===== src/rstb_cfg.svh =====
`ifndef RSTB_CFG_SVH
`define RSTB_CFG_SVH

// register byte offsets
`define RSTB_OFS_CTRL      8'h00
`define RSTB_OFS_UID       8'h04
`define RSTB_OFS_STATE     8'h08
`define RSTB_OFS_COUNTER   8'h0c
`define RSTB_OFS_LAST      8'h10

// control field positions and reset values
`define RSTB_CTRL_VARIANT  0
`define RSTB_CTRL_RESET    32'h0000_0001

// state field positions
`define RSTB_ST_SECURE     0
`define RSTB_ST_BUSY       1

// telegram type codes
`define RSTB_TYPE_SWITCH   8'hf6
`define RSTB_TYPE_SECURE   8'h31
`define RSTB_TYPE_TEACH    8'h35

// status field layout
`define RSTB_STAT_VARIANT  5
`define RSTB_STAT_MSG      4
`define RSTB_RPT_ORIGINAL  4'h0

// telegram lengths in bytes
`define RSTB_LEN_STANDARD  4'h7
`define RSTB_LEN_SECURE    4'ha
`define RSTB_LEN_TEACH     4'h9

// bus responses
`define RSTB_RESP_OKAY     2'h0
`define RSTB_RESP_DECERR   2'h3

`endif


===== src/rstb_pkg.sv =====
package rstb_pkg;

  // telegram builder states
  typedef enum logic [2:0] {
    RSTB_IDLE = 3'b001,
    RSTB_LOAD = 3'b010,
    RSTB_SEND = 3'b100
  } rstb_state_t;

  // operating mode
  typedef enum logic {
    RSTB_STANDARD = 1'b0,
    RSTB_SECURE   = 1'b1
  } rstb_mode_t;

  // inputs caught at an energy pulse; pressed[0..3] = a_on, a_off, b_on, b_off
  typedef struct packed {
    logic [3:0] pressed;
    logic       pol_rev;
    logic       sec_strap;
    logic       std_strap;
  } rstb_sample_t;

  // encoded switch data
  typedef struct packed {
    logic [7:0] data;
    logic       normal;
  } rstb_enc_t;

endpackage


===== src/rstb_data_enc.sv =====
`timescale 1ns/1ps
`default_nettype none

module rstb_data_enc (
  // sampled buttons
  input  wire logic [3:0]       pressed,
  input  wire logic             pol_rev,
  // encoded data byte
  output rstb_pkg::rstb_enc_t   enc
);

  logic [2:0] cnt;
  logic [1:0] first;
  logic [1:0] second;

  // count presses, lowest and highest pressed button code
  always_comb begin
    cnt    = 3'h0;
    first  = 2'h0;
    second = 2'h0;
    for (int i = 0; i < 4; i++) begin
      if (pressed[i]) begin
        cnt    = cnt + 3'h1;
        second = 2'(i);
      end
    end
    for (int i = 3; i >= 0; i--) begin
      if (pressed[i]) begin
        first = 2'(i);
      end
    end
  end

  // one or two presses give a normal message, else a count message
  always_comb begin
    enc.normal = (cnt == 3'h1) || (cnt == 3'h2);
    if (enc.normal) begin
      enc.data = {1'b0, first, ~pol_rev, 1'b0, second, cnt == 3'h2};
    end else begin
      // count codes 1 and 2 cannot arise on this branch
      enc.data = {cnt, pol_rev, 4'h0};
    end
  end

endmodule // rstb_data_enc

`default_nettype wire


===== src/rstb_roll_code.sv =====
`timescale 1ns/1ps
`default_nettype none

module rstb_roll_code #(
  parameter int          ROUNDS = 4,
  parameter logic [31:0] KEY    = 32'h6a09_e667
) (
  // mixing inputs
  input  wire logic [31:0] counter,
  input  wire logic [31:0] uid,
  input  wire logic [7:0]  data,
  // rolling code
  output logic      [31:0] code
);

  logic [31:0] x;

  // a cheap keyed mix; two counter values can give the same code
  always_comb begin
    x = counter ^ uid;
    for (int r = 0; r < ROUNDS; r++) begin
      x = {x[24:0], x[31:25]} ^ (x + {24'h0, data} + KEY);
    end
    code = x;
  end

endmodule // rstb_roll_code

`default_nettype wire


===== src/rstb_top.sv =====
// Behaviour
// - secure strap high at a pulse switches the mode to enhanced security; the code stays in standard mode if the standard strap is also high
// - standard strap high at a pulse switches the mode to standard telegrams
// - standard mode after reset until a strap changes it
// - entering secure mode sends teach-in, repeated each pulse while strap held
// - four active-low rocker inputs, grounded means pressed, open means released
// - standard telegram is seven bytes: type, data, four id, status, msb first
// - standard telegram type byte is always the repeated-switch code
// - four-byte unique identifier goes in every telegram's identifier field
// - status bit 5 selects the telegram variant, one meaning second variant
// - status bit 4 is one for normal, zero for count messages
// - status bits 3 to 0 hold the repeater level
// - one or two pressed buttons encode as a normal message
// - none, three or four pressed buttons encode as a count message
// - count data bits 7 to 5 hold the count, never one or two
// - count data bit 4 is zero for first input positive, else one
// - secure telegrams carry a rolling code from an incrementing counter
// - teach-in telegram carries the current rolling counter value
// - secure telegrams omit the counter; counter advances once per secure telegram
//
// Design decisions made here: the register addresses and the AXI4-Lite interface to the registers.
`include "rstb_cfg.svh"
`timescale 1ns/1ps
`default_nettype none

module rstb_top #(
  parameter logic [31:0] UID_DEFAULT  = 32'h0123_4567,  // arbitrary value
  parameter logic [31:0] COUNTER_INIT = 32'h0000_0000
) (
  // clock and reset
  input  wire logic        aclk,
  input  wire logic        aresetn,
  // energy pulse and harvester polarity
  input  wire logic        energy_pulse,
  input  wire logic        harvest_input_first,
  input  wire logic        harvest_input_second,
  // rocker inputs, low when grounded
  input  wire logic        rocker_a_on_button_n,
  input  wire logic        rocker_a_off_button_n,
  input  wire logic        rocker_b_on_button_n,
  input  wire logic        rocker_b_off_button_n,
  // mode straps, high when tied to the mode supply
  input  wire logic        secure_strap,
  input  wire logic        standard_strap,
  // telegram byte stream
  output logic      [7:0]  tx_data,
  output logic             tx_valid,
  output logic             tx_last,
  input  wire logic        tx_ready,
  output logic             secure_mode,
  // axi4-lite write
  input  wire logic [7:0]  s_axi_awaddr,
  input  wire logic        s_axi_awvalid,
  output logic             s_axi_awready,
  input  wire logic [31:0] s_axi_wdata,
  input  wire logic [3:0]  s_axi_wstrb,
  input  wire logic        s_axi_wvalid,
  output logic             s_axi_wready,
  output logic      [1:0]  s_axi_bresp,
  output logic             s_axi_bvalid,
  input  wire logic        s_axi_bready,
  // axi4-lite read
  input  wire logic [7:0]  s_axi_araddr,
  input  wire logic        s_axi_arvalid,
  output logic             s_axi_arready,
  output logic      [31:0] s_axi_rdata,
  output logic      [1:0]  s_axi_rresp,
  output logic             s_axi_rvalid,
  input  wire logic        s_axi_rready
);

  // telegram state
  rstb_pkg::rstb_state_t  state_reg,   state_next;
  rstb_pkg::rstb_mode_t   mode_reg,    mode_next;
  rstb_pkg::rstb_sample_t sample_reg,  sample_next;
  logic                   teach_reg,   teach_next;
  logic [31:0]            counter_reg, counter_next;
  logic [79:0]            frame_reg,   frame_next;
  logic [3:0]             left_reg,    left_next;
  logic                   valid_reg,   valid_next;
  logic                   last_reg,    last_next;
  logic [15:0]            lastds_reg,  lastds_next;

  // register file
  logic [31:0]            ctrl_reg,    ctrl_next;
  logic [31:0]            uid_reg,     uid_next;

  // bus slave state
  logic                   aw_full_reg, aw_full_next;
  logic                   w_full_reg,  w_full_next;
  logic [7:0]             awaddr_reg,  awaddr_next;
  logic [31:0]            wdata_reg,   wdata_next;
  logic [3:0]             wstrb_reg,   wstrb_next;
  logic                   awready_reg, awready_next;
  logic                   wready_reg,  wready_next;
  logic                   bvalid_reg,  bvalid_next;
  logic [1:0]             bresp_reg,   bresp_next;
  logic                   arready_reg, arready_next;
  logic                   rvalid_reg,  rvalid_next;
  logic [31:0]            rdata_reg,   rdata_next;
  logic [1:0]             rresp_reg,   rresp_next;

  rstb_pkg::rstb_enc_t    enc;
  logic [31:0]            roll_code;
  logic [7:0]             status_byte;
  logic                   wr_fire;

  // switch data from the sampled buttons
  rstb_data_enc u_enc (
    .pressed (sample_reg.pressed),
    .pol_rev (sample_reg.pol_rev),
    .enc     (enc)
  );

  // rolling code for the current counter
  rstb_roll_code u_roll (
    .counter (counter_reg),
    .uid     (uid_reg),
    .data    (enc.data),
    .code    (roll_code)
  );

  // status byte; only originals are sent, so the level is fixed
  always_comb begin
    status_byte                     = 8'h00;
    status_byte[`RSTB_STAT_VARIANT] = ctrl_reg[`RSTB_CTRL_VARIANT];
    status_byte[`RSTB_STAT_MSG]     = enc.normal;
    status_byte[3:0]                = `RSTB_RPT_ORIGINAL;
  end

  // telegram sequencer next state
  always_comb begin
    state_next   = state_reg;
    mode_next    = mode_reg;
    sample_next  = sample_reg;
    teach_next   = teach_reg;
    counter_next = counter_reg;
    frame_next   = frame_reg;
    left_next    = left_reg;
    valid_next   = valid_reg;
    last_next    = last_reg;
    lastds_next  = lastds_reg;
    unique case (state_reg)
      rstb_pkg::RSTB_IDLE: begin
        // pulses during a telegram are dropped; the pulse is the power-up
        if (energy_pulse) begin
          sample_next.pressed   = ~{rocker_b_off_button_n, rocker_b_on_button_n,
                                    rocker_a_off_button_n, rocker_a_on_button_n};
          sample_next.pol_rev   = harvest_input_second & ~harvest_input_first;
          sample_next.sec_strap = secure_strap;
          sample_next.std_strap = standard_strap;
          state_next            = rstb_pkg::RSTB_LOAD;
        end
      end
      rstb_pkg::RSTB_LOAD: begin
        // standard strap wins if both are tied
        teach_next = 1'b0;
        if (sample_reg.std_strap) begin
          mode_next = rstb_pkg::RSTB_STANDARD;
        end else if (sample_reg.sec_strap) begin
          mode_next  = rstb_pkg::RSTB_SECURE;
          teach_next = 1'b1;
        end
        if (teach_next) begin
          // teach-in carries the counter and leaves it as is
          frame_next = {`RSTB_TYPE_TEACH, counter_reg, uid_reg, 8'h00};
          left_next  = `RSTB_LEN_TEACH;
        end else if (mode_next == rstb_pkg::RSTB_SECURE) begin
          frame_next   = {`RSTB_TYPE_SECURE, enc.data, uid_reg, roll_code};
          left_next    = `RSTB_LEN_SECURE;
          counter_next = counter_reg + 32'h1;
        end else begin
          frame_next = {`RSTB_TYPE_SWITCH, enc.data, uid_reg, status_byte, 24'h0};
          left_next  = `RSTB_LEN_STANDARD;
        end
        lastds_next = {status_byte, enc.data};
        valid_next  = 1'b1;
        last_next   = 1'b0;
        state_next  = rstb_pkg::RSTB_SEND;
      end
      rstb_pkg::RSTB_SEND: begin
        // most significant byte first, held until taken
        if (tx_ready) begin
          frame_next = {frame_reg[71:0], 8'h00};
          left_next  = left_reg - 4'h1;
          last_next  = (left_reg == 4'h2);
          if (left_reg == 4'h1) begin
            valid_next = 1'b0;
            state_next = rstb_pkg::RSTB_IDLE;
          end
        end
      end
      default: begin
        state_next = rstb_pkg::RSTB_IDLE;
        valid_next = 1'b0;
        last_next  = 1'b0;
      end
    endcase
  end

  // telegram sequencer registers
  always_ff @(posedge aclk) begin
    if (!aresetn) begin
      state_reg   <= rstb_pkg::RSTB_IDLE;
      mode_reg    <= rstb_pkg::RSTB_STANDARD;
      sample_reg  <= '0;
      teach_reg   <= 1'b0;
      counter_reg <= COUNTER_INIT;
      frame_reg   <= 80'h0;
      left_reg    <= 4'h0;
      valid_reg   <= 1'b0;
      last_reg    <= 1'b0;
      lastds_reg  <= 16'h0;
    end else begin
      state_reg   <= state_next;
      mode_reg    <= mode_next;
      sample_reg  <= sample_next;
      teach_reg   <= teach_next;
      counter_reg <= counter_next;
      frame_reg   <= frame_next;
      left_reg    <= left_next;
      valid_reg   <= valid_next;
      last_reg    <= last_next;
      lastds_reg  <= lastds_next;
    end
  end

  // bus write path: address and data taken in either order
  always_comb begin
    aw_full_next = aw_full_reg;
    w_full_next  = w_full_reg;
    awaddr_next  = awaddr_reg;
    wdata_next   = wdata_reg;
    wstrb_next   = wstrb_reg;
    bvalid_next  = bvalid_reg;
    bresp_next   = bresp_reg;
    ctrl_next    = ctrl_reg;
    uid_next     = uid_reg;
    wr_fire      = aw_full_reg && w_full_reg && !bvalid_reg;
    if (s_axi_awvalid && awready_reg) begin
      aw_full_next = 1'b1;
      awaddr_next  = s_axi_awaddr;
    end
    if (s_axi_wvalid && wready_reg) begin
      w_full_next = 1'b1;
      wdata_next  = s_axi_wdata;
      wstrb_next  = s_axi_wstrb;
    end
    if (wr_fire) begin
      aw_full_next = 1'b0;
      w_full_next  = 1'b0;
      bvalid_next  = 1'b1;
      bresp_next   = `RSTB_RESP_OKAY;
      unique case (awaddr_reg)
        `RSTB_OFS_CTRL: begin
          if (wstrb_reg[0]) begin
            ctrl_next[`RSTB_CTRL_VARIANT] = wdata_reg[`RSTB_CTRL_VARIANT];
          end
        end
        `RSTB_OFS_UID: begin
          for (int b = 0; b < 4; b++) begin
            if (wstrb_reg[b]) begin
              uid_next[8*b +: 8] = wdata_reg[8*b +: 8];
            end
          end
        end
        // read-only registers accept and ignore writes
        `RSTB_OFS_STATE, `RSTB_OFS_COUNTER, `RSTB_OFS_LAST: begin
        end
        default: bresp_next = `RSTB_RESP_DECERR;
      endcase
    end
    if (bvalid_reg && s_axi_bready) begin
      bvalid_next = 1'b0;
    end
    awready_next = !aw_full_next;
    wready_next  = !w_full_next;
  end

  // bus read path: one read at a time
  always_comb begin
    arready_next = arready_reg;
    rvalid_next  = rvalid_reg;
    rdata_next   = rdata_reg;
    rresp_next   = rresp_reg;
    if (s_axi_arvalid && arready_reg) begin
      arready_next = 1'b0;
      rvalid_next  = 1'b1;
      rresp_next   = `RSTB_RESP_OKAY;
      unique case (s_axi_araddr)
        `RSTB_OFS_CTRL:    rdata_next = ctrl_reg;
        `RSTB_OFS_UID:     rdata_next = uid_reg;
        `RSTB_OFS_STATE:   rdata_next = {30'h0, state_reg != rstb_pkg::RSTB_IDLE,
                                         mode_reg == rstb_pkg::RSTB_SECURE};
        `RSTB_OFS_COUNTER: rdata_next = counter_reg;
        `RSTB_OFS_LAST:    rdata_next = {16'h0, lastds_reg};
        default: begin
          rdata_next = 32'h0;
          rresp_next = `RSTB_RESP_DECERR;
        end
      endcase
    end else if (rvalid_reg && s_axi_rready) begin
      rvalid_next  = 1'b0;
      arready_next = 1'b1;
    end
  end

  // bus and register file registers
  always_ff @(posedge aclk) begin
    if (!aresetn) begin
      aw_full_reg <= 1'b0;
      w_full_reg  <= 1'b0;
      awaddr_reg  <= 8'h00;
      wdata_reg   <= 32'h0;
      wstrb_reg   <= 4'h0;
      awready_reg <= 1'b1;
      wready_reg  <= 1'b1;
      bvalid_reg  <= 1'b0;
      bresp_reg   <= `RSTB_RESP_OKAY;
      arready_reg <= 1'b1;
      rvalid_reg  <= 1'b0;
      rdata_reg   <= 32'h0;
      rresp_reg   <= `RSTB_RESP_OKAY;
      ctrl_reg    <= `RSTB_CTRL_RESET;
      uid_reg     <= UID_DEFAULT;
    end else begin
      aw_full_reg <= aw_full_next;
      w_full_reg  <= w_full_next;
      awaddr_reg  <= awaddr_next;
      wdata_reg   <= wdata_next;
      wstrb_reg   <= wstrb_next;
      awready_reg <= awready_next;
      wready_reg  <= wready_next;
      bvalid_reg  <= bvalid_next;
      bresp_reg   <= bresp_next;
      arready_reg <= arready_next;
      rvalid_reg  <= rvalid_next;
      rdata_reg   <= rdata_next;
      rresp_reg   <= rresp_next;
      ctrl_reg    <= ctrl_next;
      uid_reg     <= uid_next;
    end
  end

  // outputs straight from flops
  assign tx_data       = frame_reg[79:72];
  assign tx_valid      = valid_reg;
  assign tx_last       = last_reg;
  assign secure_mode   = mode_reg;
  assign s_axi_awready = awready_reg;
  assign s_axi_wready  = wready_reg;
  assign s_axi_bvalid  = bvalid_reg;
  assign s_axi_bresp   = bresp_reg;
  assign s_axi_arready = arready_reg;
  assign s_axi_rvalid  = rvalid_reg;
  assign s_axi_rdata   = rdata_reg;
  assign s_axi_rresp   = rresp_reg;

endmodule // rstb_top

`default_nettype wire


===== config.mk =====
export PLATFORM = sky130hd
export DESIGN_NAME = rstb_top
export DESIGN_NICKNAME = d
export VERILOG_FILES = /design/src/rstb_pkg.sv /design/src/rstb_data_enc.sv /design/src/rstb_roll_code.sv /design/src/rstb_top.sv
export VERILOG_INCLUDE_DIRS = /design/src /design/src/src
export SDC_FILE = /design/constraint.sdc
export NUM_CORES = 1
export LEC_CHECK = 0
export BUFFER_PORTS_ARGS = -buffer_cell sky130_fd_sc_hd__buf_2
export CAP_MARGIN = 40
export CORE_AREA = 2 2 227 206
export CTS_BUF_LIST = sky130_fd_sc_hd__clkbuf_2
export CTS_CLUSTER_DIAMETER = 30
export DETAILED_ROUTE_END_ITERATION = 12
export DIE_AREA = 0 0 229 208
export PLACE_DENSITY = 0.59
export SLEW_MARGIN = 20
export SYNTH_ARGS = -nofsm -noshare
export SYNTH_HDL_FRONTEND = slang
export SYNTH_SLANG_ARGS = --single-unit

===== constraint.sdc =====
create_clock -name aclk -period 13.01 [get_ports aclk]
set_clock_uncertainty 0.1 [all_clocks]
set_input_delay 0.6505 -clock aclk [delete_from_list [all_inputs] [get_ports aclk]]
set_output_delay 0.6505 -clock aclk [all_outputs]
set_load 0.01 [all_outputs]

# Word-level counts from Yosys, hierarchy flattened
# Cells that the tools add are included.
dict set report totals {
  reg_bits 259
  input_bits 69
  output_inout_bits 52
  word_cells 149
}
dict set report classes {
  add_sub_neg 13
  eq_ne 19
  mux 46
  n_bitwise 12
  reduce_logical 29
}
# operator count
set ops {}
lappend ops {{80-bit two-way mux} 3}
lappend ops {{32-bit case mux with 5 select lines} 1}
lappend ops {{80-bit case mux with 2 select lines} 1}
lappend ops {{32-bit bitwise XOR} 5}
lappend ops {{32-bit by 31-bit adder with 32-bit output, second input constant} 4}
lappend ops {{32-bit by 8-bit adder with 32-bit output} 4}
lappend ops {{32-bit by 1-bit adder with 32-bit output, second input constant} 1}
lappend ops {{8-bit by 4-bit equality test with 1-bit output, second input constant} 4}
lappend ops {{3-bit AND reduction} 8}
lappend ops {{1-bit two-way mux} 19}
lappend ops {{3-bit two-way mux} 6}
lappend ops {{8-bit by 3-bit equality test with 1-bit output, second input constant} 2}
lappend ops {{8-bit by 5-bit equality test with 1-bit output, second input constant} 2}
lappend ops {{8-bit zero test} 2}
lappend ops {{2-bit two-way mux} 8}
lappend ops {{4-bit two-way mux} 3}
lappend ops {{5-bit OR reduction} 2}
lappend ops {{3-bit case mux with 3 select lines} 1}
lappend ops {{8-bit two-way mux} 1}
lappend ops {{4-bit case mux with 2 select lines} 1}
lappend ops {{1-bit logical AND} 7}
lappend ops {{3-bit by 1-bit adder with 3-bit output, second input constant} 2}
lappend ops {{3-bit by 1-bit equality test with 1-bit output, second input constant} 2}
lappend ops {{3-bit by 2-bit equality test with 1-bit output, second input constant} 2}
lappend ops {{17 further kinds} 28}

# Longest topological paths before layout
dict set report depth {
  ltp_word 25
  mapped_depth 52
  mapped_depth_nobuf 52
}

# Modules after synthesis
# Synthesis repeated with hierarchy kept, for this count alone.
dict set report hier_totals {
  hier_cells 2422
  hier_area_um2 19115.8
}
# module instances cells_each area_per_inst_um2 seq_area_each_um2
set modules_own_cells {}
lappend modules_own_cells {rstb_top 1 1442 11556.1 5144.9}
lappend modules_own_cells {rstb_roll_code 1 926 7165.6 0.0}
lappend modules_own_cells {rstb_data_enc 1 54 394.1 0.0}

# Worst setup path before layout
# No wires, ideal clock.
dict set report synth_path {
  path_kind {reg-to-reg}
  startpoint {register sample_reg[3] (netlist bit)}
  endpoint {register frame_reg[30]}
  setup_time_ps 121
  t_arrival_ps 10587
  required_ps 12789
  setup_slack_ps 2202
  path_stages_with_launch 49
  path_buffers 1
  period_less_slack_ps 10808
  cell_sequence {dfxtp_1 > inv_1 > ha_1 > xor2_1 > ha_1 > nand2_1 > xnor2_1 > inv_1 > nor2_1 > o21ai_0 > o32a_1 > clkbuf_1 > ha_1 > inv_1 > ha_1 > o2111a_1 > nand2b_1 > xnor3_1 > [13 not listed] > ha_1 > a21o_1 > a21oi_1 > o21bai_1 > a21o_1 > a21o_1 > a21oi_1 > nor2b_1 > a31oi_1 > o21bai_1 > nor3b_1 > a311o_1 > a31o_1 > a41o_1 > a221oi_1 > or3_1 > mux2i_1 > o21ai_1}
}
# item line_no
set synth_rtl {}
lappend synth_rtl {{start, declared} rstb_top.sv:75} ;# rstb_pkg::rstb_sample_t sample_reg, sample_next;
lappend synth_rtl {{start signal, assigned} rstb_top.sv:217} ;# sample_reg <= sample_next;
lappend synth_rtl {{end signal, assigned} rstb_top.sv:220} ;# frame_reg <= frame_next;
lappend synth_rtl {{end, declared} rstb_top.sv:78} ;# logic [79:0] frame_reg, frame_next;

==> flow_metrics.env <==
export IMPL_status="complete, no violations"
export IMPL_rows=74
export IMPL_slowest_stage="o32a_1"
export IMPL_async_flop_share=0
export IMPL_cts_sinks=256
export IMPL_gp_congestion=0.923
export IMPL_yosysWarnings=0
export IMPL_critPathLaunch="sample_reg[3]"
export IMPL_rrSetupSlack_ns=0.81
export IMPL_final_util=0.449
export IMPL_clk_path_buf_depth=3
export IMPL_worstSetupEndpointType="flip-flop"
export IMPL_cts_buffers=73
export IMPL_worst_setup_path_type="flip-flop to flip-flop"
export IMPL_final_hold_viol_count=0
export IMPL_largest_register_ffs=80
export IMPL_drv_cap=0
export IMPL_cts_tree="yes"
export IMPL_pin_count=121
export IMPL_crit_path_max_fanout=8
export IMPL_ys_flop_type="dfxtp_1"
export IMPL_die_width_um=229
export IMPL_layout_nets=2615
export IMPL_cpPeakStageDelay_ns=0.49
export IMPL_first_iter_violations=1591
export IMPL_tns_ns=0
export IMPL_clock_fmax_mhz=82.0
export IMPL_overflow=0
export IMPL_htreeDepth=3
export IMPL_synth_edf_count=0
export IMPL_yosysSeqAreaShare=0.286
export IMPL_final_common_cell="nand2_1"
export IMPL_ys_ff_latch=256
export IMPL_period_share=0.937
export IMPL_syn_nets=2471
export IMPL_die_area_mm2=0.0476
export IMPL_port_buffers=120
export IMPL_antenna_left=0
export IMPL_vias_per_cell=5.52
export IMPL_design_area_mm2=0.0203
export IMPL_start_util=0.397
export IMPL_synth_cell_types=90
export IMPL_rsz0062_at_grt="no"
export IMPL_grt_use_total=0.259
export IMPL_final_cell_mix="366 x nand2_1, 256 x dfxtp_1, 204 x a21oi_1, 197 x xnor2_1, 170 x nor2_1"
export IMPL_drc=0
export IMPL_setup_viol=0
export IMPL_min_from="s_axi_arvalid"
export IMPL_syn_area_mm2=0.0179
export IMPL_coreArea_mm2=0.0452
export IMPL_grt_max_degree=97
export IMPL_grt_pass1_wl_mm=95.3
export IMPL_synthCells=2302
export IMPL_cpMostUsedCell="ha_1"
export IMPL_wire_per_inst_um=20.4
export IMPL_finalNonFillerCells=3097
export IMPL_start_kind="flip-flop"
export IMPL_drv_slew=0
export IMPL_vias=17100
export IMPL_die_y_um=208
export IMPL_hold_path_class="input pin to flip-flop"
export IMPL_dr_pass1_iters=5
export IMPL_dp_hpwl_mm=47.2
export IMPL_slew_limit_headroom=0.420
export IMPL_syn_avg_cell_area_um2=7.78
export IMPL_fin_crit_ns=12.20
export IMPL_reg2reg_from="sample_reg[3]"
export IMPL_place_area_mm2=0.0190
export IMPL_clock_latency_ns=1.00
export IMPL_path_clk_slew_ns=0.10
export IMPL_worstMarginPinSlew_ns=0.849
export IMPL_worstPathArrival_ns=12.92
export IMPL_wl_mm=63.1
export IMPL_dpl_cell_count=2911
export IMPL_antenna_found_initial=1
export IMPL_layout_drive_gt1_share=0.124
export IMPL_cp_required_ns=13.74
export IMPL_clockRootBuffer="clkbuf_2"
export IMPL_grt_pass1_vias=16200
export IMPL_syn_to_final_growth_pct=13.2
critical path, delay by kind of cell, from the launching register on:
kind / cells / cell delay, ns
and+or+nand+nor: 7 / 1.44
DFF: 1 / 0.43
muxes: 1 / 0.18
xor gates and xnor gates: 6 / 1.86
AOI/OAI and AO/OA: 23 / 5.48
adders and majority gates: 7 / 2.16
buffers and inverters: 3 / 0.41
cell families after synthesis:
kind of cell,after synthesis,synth area share
and+or+nand+nor,854,0.217
DFF,256,0.286
muxes,41,0.0237
AOI/OAI and AO/OA,518,0.191
adders and majority gates,100,0.0715
xor gates and xnor gates,307,0.161
buffers and inverters,226,0.0502
repair_timing:
action                     CTS  global route
setup endpoints to repair    0             3
hold endpoints to repair    59             0
gates resized for setup      0             1
hold buffers                65             0
setup buffers                0             0
metal layers:
metal  vias up  part of all wire  track usage
met5         -                 0            0
met4         0             0.038        0.104
met3       124             0.076       0.0415
met2       644              0.43        0.387
met1      8028              0.46        0.368
li1       8305                 -            -
worst paths after layout:
path / endpoint / depth (start not counted)
worst max-delay path: frame_reg[30] / 47
worst min-delay path: s_axi_arready / 3
worst max register to register: frame_reg[30] / 47
worst min register to register: uid_reg[12] / 2
final cells by class:
type	count	area [um^2]
tap	608	761
timing repair buffer	213	1560
antenna	1	2.50
fill	4689	24900
sequential	256	5120
inverter	82	317
clock inverter	22	113
multi-input combinational	1820	11900
clock buffer	95	475
synth_stat cells, types with 54 or more instances:
cell type / n / area, um^2
nand2_1: 369 / 1390
dfxtp_1: 256 / 5120
a21oi_1: 205 / 1030
xnor2_1: 198 / 1730
nor2_1: 171 / 642
clkbuf_1: 115 / 432
ha_1: 96 / 1200
xor2_1: 92 / 806
nand3_1: 88 / 440
inv_1: 74 / 278
nor3_1: 58 / 290
o211ai_1: 54 / 405
stage by stage:
stage	setup WS (ns)	hold WS, ns
global route	0.00765	0.0663
floorplan	2.20	0.331
finish	0.814	0.135
global placement	1.06	0.339
CTS	0.666	0.0390
detailed placement	0.752	0.342
Power is not shown: default switching activity piles up to over one toggle a cycle in this logic, so the estimate is an artifact.
